## src/shared/rtc_tick_cfg.svh

```systemverilog
// Offsets, field positions, reset values and period figures of the periodic tick timer.
// What this block does and what software must do
// RULE1: Count ticks of the 32.768 kHz slow oscillator.
// RULE2: Period select picks one of six tick periods.
// RULE3: Run bit zero stops and clears counter.
// RULE4: Counting continues in all modes except STOP.
// RULE5: Tick wakes any non-STOP standby back to NORMAL.
// RULE6: Leaving STOP without reset reinitialises function register.
// RULE7: Software rewrites function register after every STOP exit.
// RULE8: Function register controls oscillator; 01h starts it.
// RULE9: Software starts oscillator, waits, then writes 03h.
// RULE10: CR select bit switches source to CR oscillator.
// RULE11: Software allows oscillator settling before trusting periods.
// RULE12: One-cycle tick request per completed selected period.
// RULE13: Reset clears period select and run bit.
`ifndef RTC_TICK_CFG_SVH
`define RTC_TICK_CFG_SVH

`define RTC_ADDR_W 8
`define RTC_CTRL_OFS 8'h00
`define RTC_FUNC_OFS 8'h04
`define RTC_COUNT_OFS 8'h08

`define RTC_CTRL_RUN_BIT 0
`define RTC_CTRL_SEL_LSB 1
`define RTC_CTRL_SEL_MSB 3
`define RTC_CTRL_RESET 8'h00
`define RTC_CTRL_WMASK 8'h0f

`define RTC_FUNC_OSC_ON_BIT 0
`define RTC_FUNC_CR_SEL_BIT 1
`define RTC_FUNC_RESET 8'h00
`define RTC_FUNC_WMASK 8'h03

`define RTC_SLOW_OSC_HZ 32768
`define RTC_CNT_W 16
`define RTC_EXP_SEL000 14
`define RTC_EXP_SEL001 13
`define RTC_EXP_SEL010 12
`define RTC_EXP_SEL011 11
`define RTC_EXP_SEL1X0 16
`define RTC_EXP_SEL1X1 15

`define RTC_RESP_OKAY 2'b00
`define RTC_RESP_SLVERR 2'b10

`endif

```

## src/shared/rtc_tick_pkg.sv

```systemverilog
// Types shared by the periodic tick timer modules.
package rtc_tick_pkg;
    typedef enum logic [1:0] {
        pm_normal = 2'b00,
        pm_idle = 2'b01,
        pm_stop = 2'b10
    } power_mode_t;

    typedef enum logic [0:0] {
        src_xtal = 1'b0,
        src_cr = 1'b1
    } slow_src_t;
endpackage

```

## src/rtc_tick_top.sv

```systemverilog
// Periodic tick timer on the slow oscillator with an AXI4-Lite register slave.
//
// Register access over AXI4-Lite and the register addresses are this design's own decisions.
`timescale 1ns/1ps
`include "rtc_tick_cfg.svh"
module rtc_tick_top #(
    parameter int CNT_W = `RTC_CNT_W
) (
    input wire logic ref_clk,
    input wire logic srst,
    input wire logic [7:0] s_axi_awaddr,
    input wire logic s_axi_awvalid,
    output logic s_axi_awready,
    input wire logic [31:0] s_axi_wdata,
    input wire logic [3:0] s_axi_wstrb,
    input wire logic s_axi_wvalid,
    output logic s_axi_wready,
    output logic [1:0] s_axi_bresp,
    output logic s_axi_bvalid,
    input wire logic s_axi_bready,
    input wire logic [7:0] s_axi_araddr,
    input wire logic s_axi_arvalid,
    output logic s_axi_arready,
    output logic [31:0] s_axi_rdata,
    output logic [1:0] s_axi_rresp,
    output logic s_axi_rvalid,
    input wire logic s_axi_rready,
    input wire rtc_tick_pkg::power_mode_t power_mode,
    input wire logic xtal_osc_pin,
    input wire logic cr_osc_pin,
    output logic xtal_osc_enable,
    output logic cr_osc_enable,
    output logic periodic_tick_irq,
    output logic wake_to_normal
);
    logic [7:0] tick_control_reg_q;
    logic [7:0] slow_osc_function_reg_q;
    logic [CNT_W-1:0] cnt_q;
    logic [CNT_W-1:0] cnt_d;
    logic irq_q;
    logic wake_q;
    logic xtal_en_q;
    logic cr_en_q;
    rtc_tick_pkg::power_mode_t mode_prev_q;

    logic aw_full_q;
    logic w_full_q;
    logic [7:0] aw_addr_q;
    logic [7:0] w_data_q;
    logic w_lane0_q;
    logic awready_q;
    logic wready_q;
    logic bvalid_q;
    logic [1:0] bresp_q;
    logic arready_q;
    logic rvalid_q;
    logic [31:0] rdata_q;
    logic [1:0] rresp_q;

    logic slow_rise;
    logic slow_pin_sel;
    logic do_write;
    logic ctrl_wr;
    logic func_wr;
    logic stop_exit;
    logic count_en;
    logic period_done;
    logic [2:0] period_sel;
    logic count_run_bit;
    logic [CNT_W-1:0] tap_mask;

    // Log2 of the number of slow clocks in one tick period for a select code.
    function automatic int period_exp(input logic [2:0] sel);
        int e;
        e = `RTC_EXP_SEL000;
        case (sel)
            3'h0: e = `RTC_EXP_SEL000;
            3'h1: e = `RTC_EXP_SEL001;
            3'h2: e = `RTC_EXP_SEL010;
            3'h3: e = `RTC_EXP_SEL011;
            3'h4, 3'h6: e = `RTC_EXP_SEL1X0;
            3'h5, 3'h7: e = `RTC_EXP_SEL1X1;
            default: e = `RTC_EXP_SEL000;
        endcase
        return e;
    endfunction

    // Mask of the counter bits that make up one period.
    function automatic logic [CNT_W-1:0] period_mask(input logic [2:0] sel);
        logic [CNT_W:0] one;
        one = {{CNT_W{1'b0}}, 1'b1};
        return CNT_W'((one << period_exp(sel)) - one);
    endfunction

    // Register field views.
    assign period_sel = tick_control_reg_q[`RTC_CTRL_SEL_MSB:`RTC_CTRL_SEL_LSB]; // [RULE2]
    assign count_run_bit = tick_control_reg_q[`RTC_CTRL_RUN_BIT];
    assign tap_mask = period_mask(period_sel);

    // The slow source is muxed before the synchroniser; a source switch may cost one edge.
    assign slow_pin_sel = slow_osc_function_reg_q[`RTC_FUNC_CR_SEL_BIT] ? cr_osc_pin
                                                                        : xtal_osc_pin; // [RULE10]

    slow_edge_detect slow_edge_detect_inst (
        .ref_clk(ref_clk),
        .srst(srst),
        .slow_pin(slow_pin_sel),
        .slow_rise(slow_rise)
    );

    // AXI4-Lite write path: address and data are taken in either order.
    assign do_write = aw_full_q & w_full_q & ~bvalid_q;
    assign ctrl_wr = do_write & w_lane0_q & (aw_addr_q == `RTC_CTRL_OFS);
    assign func_wr = do_write & w_lane0_q & (aw_addr_q == `RTC_FUNC_OFS);

    always_ff @(posedge ref_clk) begin
        if (srst) begin
            aw_full_q <= 1'b0;
            awready_q <= 1'b1;
            aw_addr_q <= 8'h00;
        end else if (s_axi_awvalid & awready_q) begin
            aw_full_q <= 1'b1;
            awready_q <= 1'b0;
            aw_addr_q <= {s_axi_awaddr[7:2], 2'b00};
        end else if (bvalid_q & s_axi_bready) begin
            aw_full_q <= 1'b0;
            awready_q <= 1'b1;
        end
    end

    always_ff @(posedge ref_clk) begin
        if (srst) begin
            w_full_q <= 1'b0;
            wready_q <= 1'b1;
            w_data_q <= 8'h00;
            w_lane0_q <= 1'b0;
        end else if (s_axi_wvalid & wready_q) begin
            w_full_q <= 1'b1;
            wready_q <= 1'b0;
            w_data_q <= s_axi_wdata[7:0];
            w_lane0_q <= s_axi_wstrb[0];
        end else if (bvalid_q & s_axi_bready) begin
            w_full_q <= 1'b0;
            wready_q <= 1'b1;
        end
    end

    always_ff @(posedge ref_clk) begin
        if (srst) begin
            bvalid_q <= 1'b0;
            bresp_q <= `RTC_RESP_OKAY;
        end else if (do_write) begin
            bvalid_q <= 1'b1;
            case (aw_addr_q)
                `RTC_CTRL_OFS, `RTC_FUNC_OFS, `RTC_COUNT_OFS: bresp_q <= `RTC_RESP_OKAY;
                default: bresp_q <= `RTC_RESP_SLVERR;
            endcase
        end else if (bvalid_q & s_axi_bready) begin
            bvalid_q <= 1'b0;
        end
    end

    // AXI4-Lite read path: data follows one cycle after the address is taken.
    always_ff @(posedge ref_clk) begin
        if (srst) begin
            arready_q <= 1'b1;
            rvalid_q <= 1'b0;
            rdata_q <= 32'h0000_0000;
            rresp_q <= `RTC_RESP_OKAY;
        end else if (s_axi_arvalid & arready_q) begin
            arready_q <= 1'b0;
            rvalid_q <= 1'b1;
            rresp_q <= `RTC_RESP_OKAY;
            case ({s_axi_araddr[7:2], 2'b00})
                `RTC_CTRL_OFS: rdata_q <= {24'h00_0000, tick_control_reg_q};
                `RTC_FUNC_OFS: rdata_q <= {24'h00_0000, slow_osc_function_reg_q};
                `RTC_COUNT_OFS: rdata_q <= 32'(cnt_q);
                default: begin
                    rdata_q <= 32'h0000_0000;
                    rresp_q <= `RTC_RESP_SLVERR;
                end
            endcase
        end else if (rvalid_q & s_axi_rready) begin
            arready_q <= 1'b1;
            rvalid_q <= 1'b0;
        end
    end

    // Control register; the unused upper bits always read zero.
    always_ff @(posedge ref_clk) begin
        if (srst) begin
            tick_control_reg_q <= `RTC_CTRL_RESET; // [RULE13]
        end else if (ctrl_wr) begin
            tick_control_reg_q <= w_data_q & `RTC_CTRL_WMASK;
        end
    end

    // Function register; a STOP exit wins over a write in the same cycle.
    assign stop_exit = (mode_prev_q == rtc_tick_pkg::pm_stop) &&
                       (power_mode != rtc_tick_pkg::pm_stop);

    always_ff @(posedge ref_clk) begin
        if (srst) begin
            slow_osc_function_reg_q <= `RTC_FUNC_RESET;
            mode_prev_q <= rtc_tick_pkg::pm_normal;
        end else begin
            mode_prev_q <= power_mode;
            if (stop_exit) begin
                slow_osc_function_reg_q <= `RTC_FUNC_RESET; // [RULE6]
            end else if (func_wr) begin
                slow_osc_function_reg_q <= w_data_q & `RTC_FUNC_WMASK; // [RULE8]
            end
        end
    end

    // Oscillator enables; both are off in STOP.
    always_ff @(posedge ref_clk) begin
        if (srst) begin
            xtal_en_q <= 1'b0;
            cr_en_q <= 1'b0;
        end else begin
            xtal_en_q <= slow_osc_function_reg_q[`RTC_FUNC_OSC_ON_BIT] &
                         ~slow_osc_function_reg_q[`RTC_FUNC_CR_SEL_BIT] &
                         (power_mode != rtc_tick_pkg::pm_stop); // [RULE8]
            cr_en_q <= slow_osc_function_reg_q[`RTC_FUNC_OSC_ON_BIT] &
                       slow_osc_function_reg_q[`RTC_FUNC_CR_SEL_BIT] &
                       (power_mode != rtc_tick_pkg::pm_stop); // [RULE10]
        end
    end

    // Slow-clock counter; settling time of the oscillator is left to software.
    assign count_en = slow_rise & count_run_bit &
                      slow_osc_function_reg_q[`RTC_FUNC_OSC_ON_BIT] &
                      (power_mode != rtc_tick_pkg::pm_stop); // [RULE1] [RULE4]
    assign period_done = count_en & ((cnt_q & tap_mask) == tap_mask); // [RULE12]

    always_comb begin
        cnt_d = cnt_q;
        if (!count_run_bit) begin
            cnt_d = '0; // [RULE3]
        end else if (count_en) begin
            cnt_d = cnt_q + CNT_W'(1); // [RULE1]
        end
    end

    always_ff @(posedge ref_clk) begin
        if (srst) begin
            cnt_q <= '0;
        end else begin
            cnt_q <= cnt_d;
        end
    end

    // Tick request and wake request are single-cycle pulses.
    always_ff @(posedge ref_clk) begin
        if (srst) begin
            irq_q <= 1'b0;
            wake_q <= 1'b0;
        end else begin
            irq_q <= period_done; // [RULE12]
            wake_q <= period_done && (power_mode == rtc_tick_pkg::pm_idle); // [RULE5]
        end
    end

    assign s_axi_awready = awready_q;
    assign s_axi_wready = wready_q;
    assign s_axi_bvalid = bvalid_q;
    assign s_axi_bresp = bresp_q;
    assign s_axi_arready = arready_q;
    assign s_axi_rvalid = rvalid_q;
    assign s_axi_rdata = rdata_q;
    assign s_axi_rresp = rresp_q;
    assign xtal_osc_enable = xtal_en_q;
    assign cr_osc_enable = cr_en_q;
    assign periodic_tick_irq = irq_q;
    assign wake_to_normal = wake_q;
endmodule

```

## src/slow_edge_detect.sv

```systemverilog
// Synchroniser and rising-edge detector for the slow oscillator pin.
`timescale 1ns/1ps
module slow_edge_detect (
    input wire logic ref_clk,
    input wire logic srst,
    input wire logic slow_pin,
    output logic slow_rise
);
    logic sync1_q;
    logic sync2_q;
    logic last_q;

    // The first stage is read only by the second one.
    always_ff @(posedge ref_clk) begin
        if (srst) begin
            sync1_q <= 1'b0;
            sync2_q <= 1'b0;
            last_q <= 1'b0;
        end else begin
            sync1_q <= slow_pin;
            sync2_q <= sync1_q;
            last_q <= sync2_q;
        end
    end

    assign slow_rise = sync2_q & ~last_q;
endmodule

```

## config.mk

```make
export PLATFORM = sky130hd
export DESIGN_NAME = rtc_tick_top
export DESIGN_NICKNAME = d
export VERILOG_FILES = /design/src/shared/rtc_tick_pkg.sv /design/src/rtc_tick_top.sv /design/src/slow_edge_detect.sv
export VERILOG_INCLUDE_DIRS = /design/src /design/src/shared
export SDC_FILE = /design/constraint.sdc
export NUM_CORES = 1
export LEC_CHECK = 0
export ABC_AREA = 1
export BUFFER_PORTS_ARGS = -buffer_cell sky130_fd_sc_hd__buf_2
export CORE_MARGIN = 2
export CORE_UTILIZATION = 30
export DETAILED_ROUTE_END_ITERATION = 10
export PLACE_DENSITY = 0.55
export REMOVE_ABC_BUFFERS = 1
export SYNTH_ARGS = -nofsm -noshare
export SYNTH_HDL_FRONTEND = slang
export SYNTH_HIERARCHICAL = 1
export SYNTH_SLANG_ARGS = --single-unit
```

## constraint.sdc

```tcl
create_clock -name ref_clk -period 2.4 [get_ports ref_clk]
set_input_delay 0.24 -clock ref_clk [delete_from_list [all_inputs] [get_ports ref_clk]]
set_output_delay 0.24 -clock ref_clk [all_outputs]
set_load 0.01 [all_outputs]
```

==> results of run 1 <==
-- critical path: cells and delay by family, from the launching register on --
family	cells	cell delay, ns
and+or+nand+nor	12	1.30
adders and majority gates	1	0.26
DFF	1	0.39
buffers and inverters	2	0.08
-- per-layer routing --
layer  global-route usage, %  part of all wire [%]
met1                    17.1                    48
met2                    22.2                    46
met3                    4.30                   4.6
met4                    4.39                   1.4
met5                       0                     0
-- state kept, by name, indices dropped and copies added, names as in the netlist, 2 cells and up, named ones only --
register	count
tick_control_reg_q	4
aw_addr_q	6
mode_prev_q	2
s_axi_rdata	16
w_data_q	4
cnt_q	16
slow_osc_function_reg_q	2
-- synth_stat cells, drive strengths merged --
master / count / share of area [%]
nor3b: 1 / 0.21
clkbuf: 9 / 0.93
buf: 24 / 4.7
a211oi: 6 / 1.7
nor2: 64 / 9.0
a31oi: 2 / 0.35
nand4: 11 / 1.9
a21oi: 46 / 6.4
nand2: 125 / 13
xnor2: 1 / 0.24
dfxtp: 72 / 40
xor2: 2 / 0.48
o22ai: 1 / 0.17
ha: 3 / 1.0
nor3: 12 / 2.2
nand3: 26 / 4.5
o211ai: 2 / 0.41
inv: 63 / 6.5
nand3b: 1 / 0.21
conb: 1 / 0.10
nor4: 1 / 0.17
o21ai: 39 / 5.4
clkinv: 1 / 0.10
-- area by class of cell --
class | count | area share, %
clock buffers | 11 | 5.94
clock inverters | 5 | 0.941
inverters | 64 | 5.65
multi-input cells | 361 | 42.2
flip-flops and latches | 72 | 33.9
well taps | 147 | 4.32
repair buffers | 58 | 7.06
-- cell families after synthesis --
logic type | synth area share (%)
AND/OR/NAND/NOR | 31.6
buffers and inverters | 12.3
AO/OA/AOI/OAI | 14.4
flip-flops | 39.8
XOR/XNOR | 0.726
adder cells (fa/ha/maj) | 1.04
other | 0.104
-- through the flow --
step	util, %	instances	power (mW)	hold WS, ns
after floorplan	-	497	1.41	0.309
after global placement	33.3	702	1.49	0.395
after detailed placement	33.3	702	1.50	0.396
after CTS	35.7	718	2.79	0.137
after global routing	35.7	718	2.87	0.161
final	35.7	718	2.76	0.145
-- power by group through the flow --
stage	Combinational [mW]	Clock (mW)	Sequential, mW
6_report	0.203	1.29	1.26
5_1_grt	0.234	1.37	1.27
4_1_cts	0.206	1.32	1.26
3_5_place_dp	0.205	0	1.29
3_3_place_gp	0.201	0	1.29
2_1_floorplan	0.114	0	1.30
-- final timing paths --
path / start / endpoint / slack [ns] / cells after the start
worst max-delay path: flip-flop / periodic_tick_irq$_SDFF_PP0_ / 0.31 / 15
worst max register to register: flip-flop / periodic_tick_irq$_SDFF_PP0_ / 0.31 / 15
worst min register to register: slow_edge_detect_inst/sync1_q$_SDFF_PP0_ / slow_edge_detect_inst/sync2_q$_SDFF_PP0_ / 0.40 / 2
worst min-delay path: power_mode[1] / mode_prev_q[1]$_SDFF_PP0_ / 0.14 / 3
==> impl_metrics.py, run 1 <==
metrics = {
    "placed_design": {
        "routabilityCongestion": 0.842,
        "hpwl_um": 6310,
        "portBuffers": 54,
        "placed_area_sq_um": 3960,
        "dpl_worst_slack_ns": 0.332,
    },
    "sta": {
        "tightest_slew_ns": 0.735,
        "clock.fmax_ghz": 0.479,
        "timing.final.max_slew_violations": 0,
        "min_period_ns": 2.09,
        "skew_ns": 0.00971,
        "setup_violations": 0,
        "fin_setup_tns_ns": 0,
        "hold_viol": 0,
        "postLayoutSetupSlackWorst_ns": 0.311,
        "finalCritPeriodShare_pct": 87.0,
        "rsz0062_at_grt": "no",
        "max_slew_margin_pct": 50.9,
    },
    "cells_and_area": {
        "layout_common_cells": "nand2_1, dfxtp_1, buf_2",
        "fin_area_sq_um": 4260,
        "multi_input_area_sq_um": 1800,
        "nFillCells": 1301,
        "diodes": 0,
        "regArea_sq_um": 1440,
        "final_common_cell": "nand2_1",
        "area_delta_synth_final_pct": 17.6,
        "drive_above_1_share_pct": 20.1,
        "finish.net_count": 632,
    },
    "critical_path": {
        "crit_arrival_ns": 2.37,
        "endpoint_kind": "flip-flop",
        "worstSetupPathType": "reg -> reg",
        "crit_slowest_cell": "dfxtp_1",
        "path_max_fanout": 9,
        "worstPathCellList": "nor2_4, nand2_1, nor2_2, inv_1, ha_1, inv_1, nand2_1, nand3_1, nor2_1, nand2_1, nor2_1, nand3_1, nor2_1, nand2_1, nor2_1",
        "startpoint_type": "flip-flop",
        "cp.required_ns": 2.68,
        "critPathMaxStageDelay_ns": 0.39,
    },
    "floorplan": {
        "initial_core_util_pct": 30.4,
        "die_width_um": 114,
        "die_area_sq_um": 13000,
        "pin_count": 108,
        "core_area_sq_um": 11900,
        "rows": 40,
        "dieHeight_um": 114,
    },
    "clock_tree": {
        "cts_buffers": 9,
        "clockBufferDepth": 2,
        "cts_num_sinks": 72,
        "clk_pin_slew_worst_paths_ns": 0.06,
        "cts.htree.levels": 3,
        "cts_tree": "yes",
        "cts_resized": 0,
        "cts_hold_buf": 0,
        "cts_setup_buffers": 0,
        "root_buffer": "clkbuf_16",
        "clkLatencyLatePin_ns": 0.34,
    },
    "logic_synthesis": {
        "netlist-cell-type-count": 38,
        "yosysSeqAreaShare_pct": 39.8,
        "avgSynthCellArea_sq_um": 7.05,
        "synth_seq_cells": 72,
        "synthesis.area_sq_um": 3620,
        "syn_inst": 513,
        "yosys_warnings": 6,
    },
    "pwr": {
        "power_frac_comb_pct": 7.4,
        "switchingPower_mw": 0.682,
        "p_sw_share_pct": 24.7,
        "leakagePower_nw": 1.90,
        "powerDensity_nw_per_um2": 648,
        "p_clk_share_pct": 46.7,
        "intPower_mw": 2.07,
        "p_seq_share_pct": 45.9,
        "vdd_drop_max_uv": 391,
    },
    "routing": {
        "drcViolationCount": 0,
        "wl_per_cell_um": 11.7,
        "drt_iter0_markers": 145,
        "ant_nets": 0,
        "drt_pre_antenna_iters": 5,
        "vias": 3291,
        "vias_per_cell": 4.58,
        "wl_um": 8410,
    },
    "global_route": {
        "antenna_found_initial": 0,
        "grt_max_degree": 30,
        "grt_pass1_vias": 3035,
        "gr-total-overflow": 0,
        "grt_use_total_pct": 13.6,
        "grt_pass1_wl_um": 14200,
    },
    "run": {
        "cap_violations": 0,
    },
    "worst_hold_path": {
        "hp-class": "in -> reg",
    },
    "outcome": {
        "status": "finished clean",
    },
}
Power figures use the tool's default switching activity.
==> run 2, diff against run 1 <==
- PLACE_DENSITY: 0.55 -> 0.56
- SYNTH_HIERARCHICAL: 1 -> not set
- TNS_END_PERCENT: not set -> 20
==> run 2 against run 1 <==
Effect of this change: via count is 5.3% lower; setup slack gained 0.12 ns; hold slack got worse by 0.013 ns; synthesized cell count decreased by 6.4%; largest power group unchanged; critical path type unchanged; largest cell class unchanged; sequential power about the same; first-iteration DRC count fell by 11%.
==> impl_metrics.py, run 2 <==
metrics = {
    "outcome": {
        "status": "finished clean",
    },
    "global_route": {
        "gr-total-overflow": 0,
        "grt_max_degree": 30,
        "antenna_found_initial": 0,
        "use_met2_pct": 21.3,
        "grt_use_met1_pct": 16.7,
        "grt_pass1_vias": 2804,
        "top_usage_layer": "met2",
        "grt_pass1_wl_um": 12400,
        "use_met3_pct": 4.23,
        "grt_use_total_pct": 13.1,
    },
    "logic_synthesis": {
        "synthTopCellsByCount": "nand2_1, dfxtp_1, nor2_1",
        "synth_area_leaders": "dfxtp_1, nand2_1, nor2_1",
        "synth_top_cell_area_share_pct": 42.7,
        "synth_top_area_cell": "dfxtp_1",
        "yosys_warnings": 0,
        "netlist-cell-type-count": 31,
        "synth-main-ff-cell": "dfxtp_1",
        "synth-edff-count": 0,
        "async_flop_share_pct": 0,
        "synth_seq_cells": 72,
        "synthesis.area_sq_um": 3380,
        "avgSynthCellArea_sq_um": 7.04,
        "syn_inst": 480,
        "synth_most_common_cell": "nand2_1",
        "yosysSeqAreaShare_pct": 42.7,
    },
    "critical_path": {
        "cp.required_ns": 2.67,
        "crit_slowest_cell": "dfxtp_1",
        "worstSetupPathType": "reg -> reg",
        "startpoint_type": "flip-flop",
        "crit_top_cell": "nor2_1",
        "endpoint_kind": "flip-flop",
        "crit_arrival_ns": 2.25,
        "worstPathCellList": "nor2_2, nand3_1, ha_1, nor2_1, nor2_1, nand2_1, nor2_1, nand2_1, nor2_1, nand3_1, nor2_1, nand3_1, nor2_1",
        "critPathMaxStageDelay_ns": 0.37,
        "reg2reg_slack_ns": 0.43,
        "path_max_fanout": 6,
    },
    "routing": {
        "vias_per_cell": 4.57,
        "drcViolationCount": 0,
        "ant_nets": 0,
        "wl_um": 7630,
        "wl_per_cell_um": 11.2,
        "vias": 3115,
        "drt_iter0_markers": 129,
        "drt_pre_antenna_iters": 4,
    },
    "placed_design": {
        "portBuffers": 54,
        "hpwl_um": 5820,
        "routabilityCongestion": 0.842,
    },
    "sta": {
        "rsz0062_at_grt": "no",
        "finalCritPeriodShare_pct": 82.2,
        "max_slew_margin_pct": 52.9,
        "skew_ns": 0.00597,
        "fin_setup_tns_ns": 0,
        "setup_violations": 0,
        "timing.final.max_slew_violations": 0,
        "min_period_ns": 1.97,
        "hold_viol": 0,
        "tightest_slew_ns": 0.706,
        "clock.fmax_ghz": 0.507,
    },
    "clock_tree": {
        "cts_num_sinks": 72,
        "cts_setup_buffers": 0,
        "cts.htree.levels": 3,
        "cts_tree": "yes",
        "clockBufferDepth": 2,
        "cts_buffers": 9,
        "clkLatencyLatePin_ns": 0.33,
        "cts_hold_buf": 0,
        "clk_pin_slew_worst_paths_ns": 0.06,
        "cts_resized": 0,
        "root_buffer": "clkbuf_16",
    },
    "pwr": {
        "leakagePower_nw": 1.82,
        "vdd_drop_max_uv": 449,
        "powerDensity_nw_per_um2": 726,
    },
    "cells_and_area": {
        "utilization_pct": 37.2,
        "finish.net_count": 602,
        "drive_above_1_share_pct": 16.3,
        "layout_common_cells": "nand2_1, dfxtp_1, nor2_1",
        "area_delta_synth_final_pct": 20.4,
        "diodes": 0,
        "final_common_cell": "nand2_1",
        "nFillCells": 1160,
    },
    "floorplan": {
        "pin_count": 108,
        "initial_core_util_pct": 30.9,
        "dieHeight_um": 110,
        "die_area_sq_um": 12100,
        "rows": 38,
        "die_width_um": 110,
        "core_area_sq_um": 10900,
    },
    "worst_hold_path": {
        "hp-class": "in -> reg",
        "hp-start": "cr_osc_pin",
    },
    "run": {
        "cap_violations": 0,
    },
}
run 2: cell count changes after synthesis, sizes merged, moves of 2 or more:
cell | previous run | this run
buf | 24 | 19
a21oi | 46 | 44
nand3 | 26 | 23
a211oi | 6 | 2
nand4 | 11 | 8
nor2 | 64 | 76
o21bai | 0 | 3
o21ai | 39 | 45
nand2 | 125 | 91
run 2: routing by layer:
metal	part of all wire (%)	vias up
li1	-	1624
met1	47	1402
met2	46	81
met3	5.7	8
met4	0.87	0
met5	0	-
run 2: kinds of logic (layout without fill, tap and decap cells):
logic type	Yosys count	after routing	synth area share, %
DFF	72	72	42.7
buffers and inverters	90	134	12.0
AOI/OAI and AO/OA	100	100	15.7
adders and majority gates	3	3	1.11
and+or+nand+nor	213	213	28.1
xor gates and xnor gates	1	1	0.259
other	1	18	0.111
run 2: final timing paths:
| check | endpoint | cells past startpoint |
|---|---|---|
| setup reg to reg | wake_to_normal$_SDFF_PP0_ | 13 |
| hold / removal | slow_edge_detect_inst.sync1_q$_SDFF_PP0_ | 3 |
| setup / recovery | wake_to_normal$_SDFF_PP0_ | 13 |
| hold reg to reg | slow_edge_detect_inst.sync2_q$_SDFF_PP0_ | 2 |
run 2: per-stage QoR:
stage	hold slack, ns	instance area (sq um)	power, mW	instances	setup WS (ns)
finish	0.132	4070	2.95	681	0.427
detailed placement	0.394	3720	1.49	665	0.417
global placement	0.398	3720	1.48	665	0.526
floorplan	0.309	3270	1.41	470	0.745
CTS	0.128	4070	2.99	681	0.410
global route	0.137	4070	3.08	681	0.233
run 2: cell type report:
type / instances / area [sq um] / area share, %
Inverter: 63 / 236 / 5.82
Multi-Input combinational cell: 335 / 1590 / 39.2
Sequential cell: 72 / 1440 / 35.4
Tap cell: 140 / 175 / 4.31
Timing Repair Buffer: 55 / 278 / 6.83
Clock buffer: 12 / 267 / 6.55
Clock inverter: 4 / 75.1 / 1.85
run 2: critical path: cells and delay by family (launching register included):
kind,cells,cell delay (ns)
flip-flops,1,0.37
adder cells (fa/ha/maj),1,0.31
AND/OR/NAND/NOR,12,1.22
run 2: where the power goes:
group / total, mW / switching [mW] / internal [mW] / leakage, nW
Combinational: 0.194 / 0.125 / 0.0692 / 1.07
Sequential: 1.27 / 0.0239 / 1.24 / 0.588
Clock: 1.49 / 0.496 / 0.994 / 0.161
==> run 3, diff against run 2 <==
- ABC_AREA: 1 -> 0
- clock period: 2.4 -> 1.9 ns (I/O delays scaled with it)
==> run 3 against run 2 <==
Effect of this change: sequential share of layout area grew 1.3 points; the run now ends with setup timing left; register-to-register slack lost 0.46 ns; clock-buffer cell count shrank 2; first-iteration DRC count shrank 19%; maximum frequency grew 2.2%; synthesized area shrank 2.5%; combinational power shrank 6%; largest power group is now sequential cells; core utilization shrank 0.83 points; die area shrank 2.4%; global-route usage grew 0.42 points.
==> impl_metrics.py, run 3 <==
metrics = {
    "sta": {
        "clock.fmax_ghz": 0.518,
        "finalCritPeriodShare_pct": 102,
        "max_slew_margin_pct": 59.9,
        "min_period_ns": 1.93,
        "tightest_slew_ns": 0.602,
        "fin_setup_tns_ns": -0.0363,
        "setup_violations": 2,
        "skew_ns": 0.00845,
        "rsz0062_at_grt": "yes",
        "hold_viol": 0,
        "timing.final.max_slew_violations": 0,
        "postLayoutSetupSlackWorst_ns": -0.0301,
    },
    "logic_synthesis": {
        "synth_seq_cells": 72,
        "yosysSeqAreaShare_pct": 43.8,
        "avgSynthCellArea_sq_um": 8.79,
        "async_flop_share_pct": 0,
        "syn_inst": 375,
        "synth_top_area_cell": "dfxtp_1",
        "synthesis.area_sq_um": 3290,
        "synth_top_cell_area_share_pct": 43.8,
        "synth-main-ff-cell": "dfxtp_1",
        "synth_area_leaders": "dfxtp_1, nor2_1, a21oi_1",
        "yosys_warnings": 0,
        "synth-edff-count": 0,
        "netlist-cell-type-count": 59,
        "synth_most_common_cell": "dfxtp_1",
        "synthTopCellsByCount": "dfxtp_1, nor2_1, nand2_1",
    },
    "pwr": {
        "leakagePower_nw": 1.60,
        "vdd_drop_max_uv": 358,
        "powerDensity_nw_per_um2": 756,
    },
    "cells_and_area": {
        "layout_common_cells": "dfxtp_1, buf_2, nor2_1",
        "multi_input_area_sq_um": 1670,
        "area_delta_synth_final_pct": 19.1,
        "finalNonFillerCells": 580,
        "drive_above_1_share_pct": 23.6,
        "regArea_sq_um": 1440,
        "final_common_cell": "dfxtp_1",
        "diodes": 0,
        "nFillCells": 1104,
        "finish.net_count": 502,
    },
    "routing": {
        "wl_per_cell_um": 13.0,
        "vias": 2781,
        "ant_nets": 0,
        "wl_um": 7540,
        "vias_per_cell": 4.79,
        "drt_iter0_markers": 105,
        "drcViolationCount": 0,
        "drt_pre_antenna_iters": 4,
    },
    "floorplan": {
        "rows": 38,
        "die_width_um": 109,
        "initial_core_util_pct": 30.5,
        "pin_count": 108,
        "core_area_sq_um": 10800,
        "dieHeight_um": 109,
        "die_area_sq_um": 11800,
    },
    "run": {
        "cap_violations": 0,
    },
    "clock_tree": {
        "cts.htree.levels": 3,
        "cts_tree": "yes",
        "clkLatencyLatePin_ns": 0.35,
        "cts_num_sinks": 72,
        "clk_pin_slew_worst_paths_ns": 0.07,
        "root_buffer": "clkbuf_8",
        "clockBufferDepth": 2,
        "cts_buffers": 9,
    },
    "critical_path": {
        "path_max_fanout": 3,
        "endpoint_kind": "flip-flop",
        "worstSetupPathType": "reg -> reg",
        "crit_arrival_ns": 2.19,
        "startpoint_type": "flip-flop",
        "cp.required_ns": 2.16,
    },
    "placed_design": {
        "placedCellCount": 564,
        "portBuffers": 54,
        "hpwl_um": 5630,
        "routabilityCongestion": 0.838,
        "dpl_worst_slack_ns": -0.257,
    },
    "global_route": {
        "grt_pass1_vias": 2631,
        "grt_pass1_wl_um": 12600,
        "antenna_found_initial": 0,
        "gr-total-overflow": 0,
        "grt_use_total_pct": 13.6,
        "grt_max_degree": 22,
    },
    "outcome": {
        "status": "complete, but fails checks",
        "violations": "setup timing",
    },
    "worst_hold_path": {
        "hp-class": "in -> reg",
    },
}
==> run 3: cell types whose count changed in the layout (fill, tap and decap cells not counted), sizes merged, moves of 7 or more <==
| cell | before | now |
|---|---|---|
| o21ai | 45 | 11 |
| a21oi | 44 | 28 |
| mux2i | 0 | 12 |
| nand3 | 23 | 15 |
| buf | 55 | 73 |
| nor2 | 76 | 49 |
| nand2 | 91 | 29 |
| a22oi | 0 | 14 |
| xnor2 | 0 | 8 |
| nor4 | 0 | 7 |
| inv | 63 | 8 |
==> run 3: critical path: stages (launching register included) <==
cell	delay (ns)
dfxtp_2	0.34
nor3_4	0.21
nand3b_1	0.11
ha_2	0.19
nor4b_1	0.15
a21o_1	0.19
a2111oi_4	0.30
o2111ai_2	0.18
nor4_2	0.17
==> run 3: worst paths after layout <==
check / to / slack, ns / cells after the start / from
max reg2reg: wake_to_normal$_SDFF_PP0_ / -0.03 / 8 / flip-flop
max: wake_to_normal$_SDFF_PP0_ / -0.03 / 8 / flip-flop
min reg2reg: slow_edge_detect_inst.sync2_q$_SDFF_PP0_ / 0.44 / 1 / slow_edge_detect_inst.sync1_q$_SDFF_PP0_
min: slow_edge_detect_inst.sync1_q$_SDFF_PP0_ / 0.07 / 3 / xtal_osc_pin
==> run 3: per-stage QoR <==
stage / hold slack, ns / power [mW] / cell area, sq um / util, %
final: 0.0696 / 2.96 / 3920 / 36.4
after global routing: 0.0718 / 3.10 / 3920 / 36.4
after CTS: 0.0558 / 3.00 / 3910 / 36.2
after detailed placement: 0.426 / 1.78 / 3700 / 34.3
after global placement: 0.421 / 1.78 / 3700 / 34.3
after floorplan: 0.259 / 1.69 / 3120 / -
==> run 3: kinds of logic after synthesis <==
| family | count (synthesis) | share of synthesized area, % |
|---|---|---|
| compound gates | 71 | 14.5 |
| xor+xnor | 15 | 3.99 |
| simple gates | 154 | 24.8 |
| buf+inv | 47 | 8.05 |
| fa+ha+maj | 3 | 1.14 |
| other cells | 1 | 0.114 |
| mux | 12 | 3.65 |
| flops | 72 | 43.8 |
==> run 3: timing repair <==
action	4_1_cts	5_1_grt
endpoints found under the setup margin	2	5
hold buffers	0	0
buffers inserted	1	0
resized for setup	3	2
pin swaps	5	0
==> run 3: metal layers <==
| layer | global-route usage, % | routed length [um] |
|---|---|---|
| met5 | 0 | 0 |
| met4 | 4.40 | 87 |
| met3 | 4.60 | 444 |
| met2 | 22.5 | 3620 |
| met1 | 16.6 | 3390 |
==> run 3: cell type report <==
type | count | area share, %
clock buffers | 10 | 3.51
clock inverters | 5 | 1.43
inverters | 7 | 0.670
multi-input cells | 273 | 42.6
flip-flops and latches | 72 | 36.8
well taps | 140 | 4.46
repair buffers | 73 | 10.5
==> run 3: power by group <==
part | leakage [nW] | total, mW | internal [mW] | switching, mW
sequential | 0.584 | 1.57 | 1.54 | 0.0283
clock | 0.0985 | 1.21 | 0.635 | 0.578
combinational | 0.919 | 0.182 | 0.0698 | 0.112
total | 1.60 | 2.96 | 2.25 | 0.718
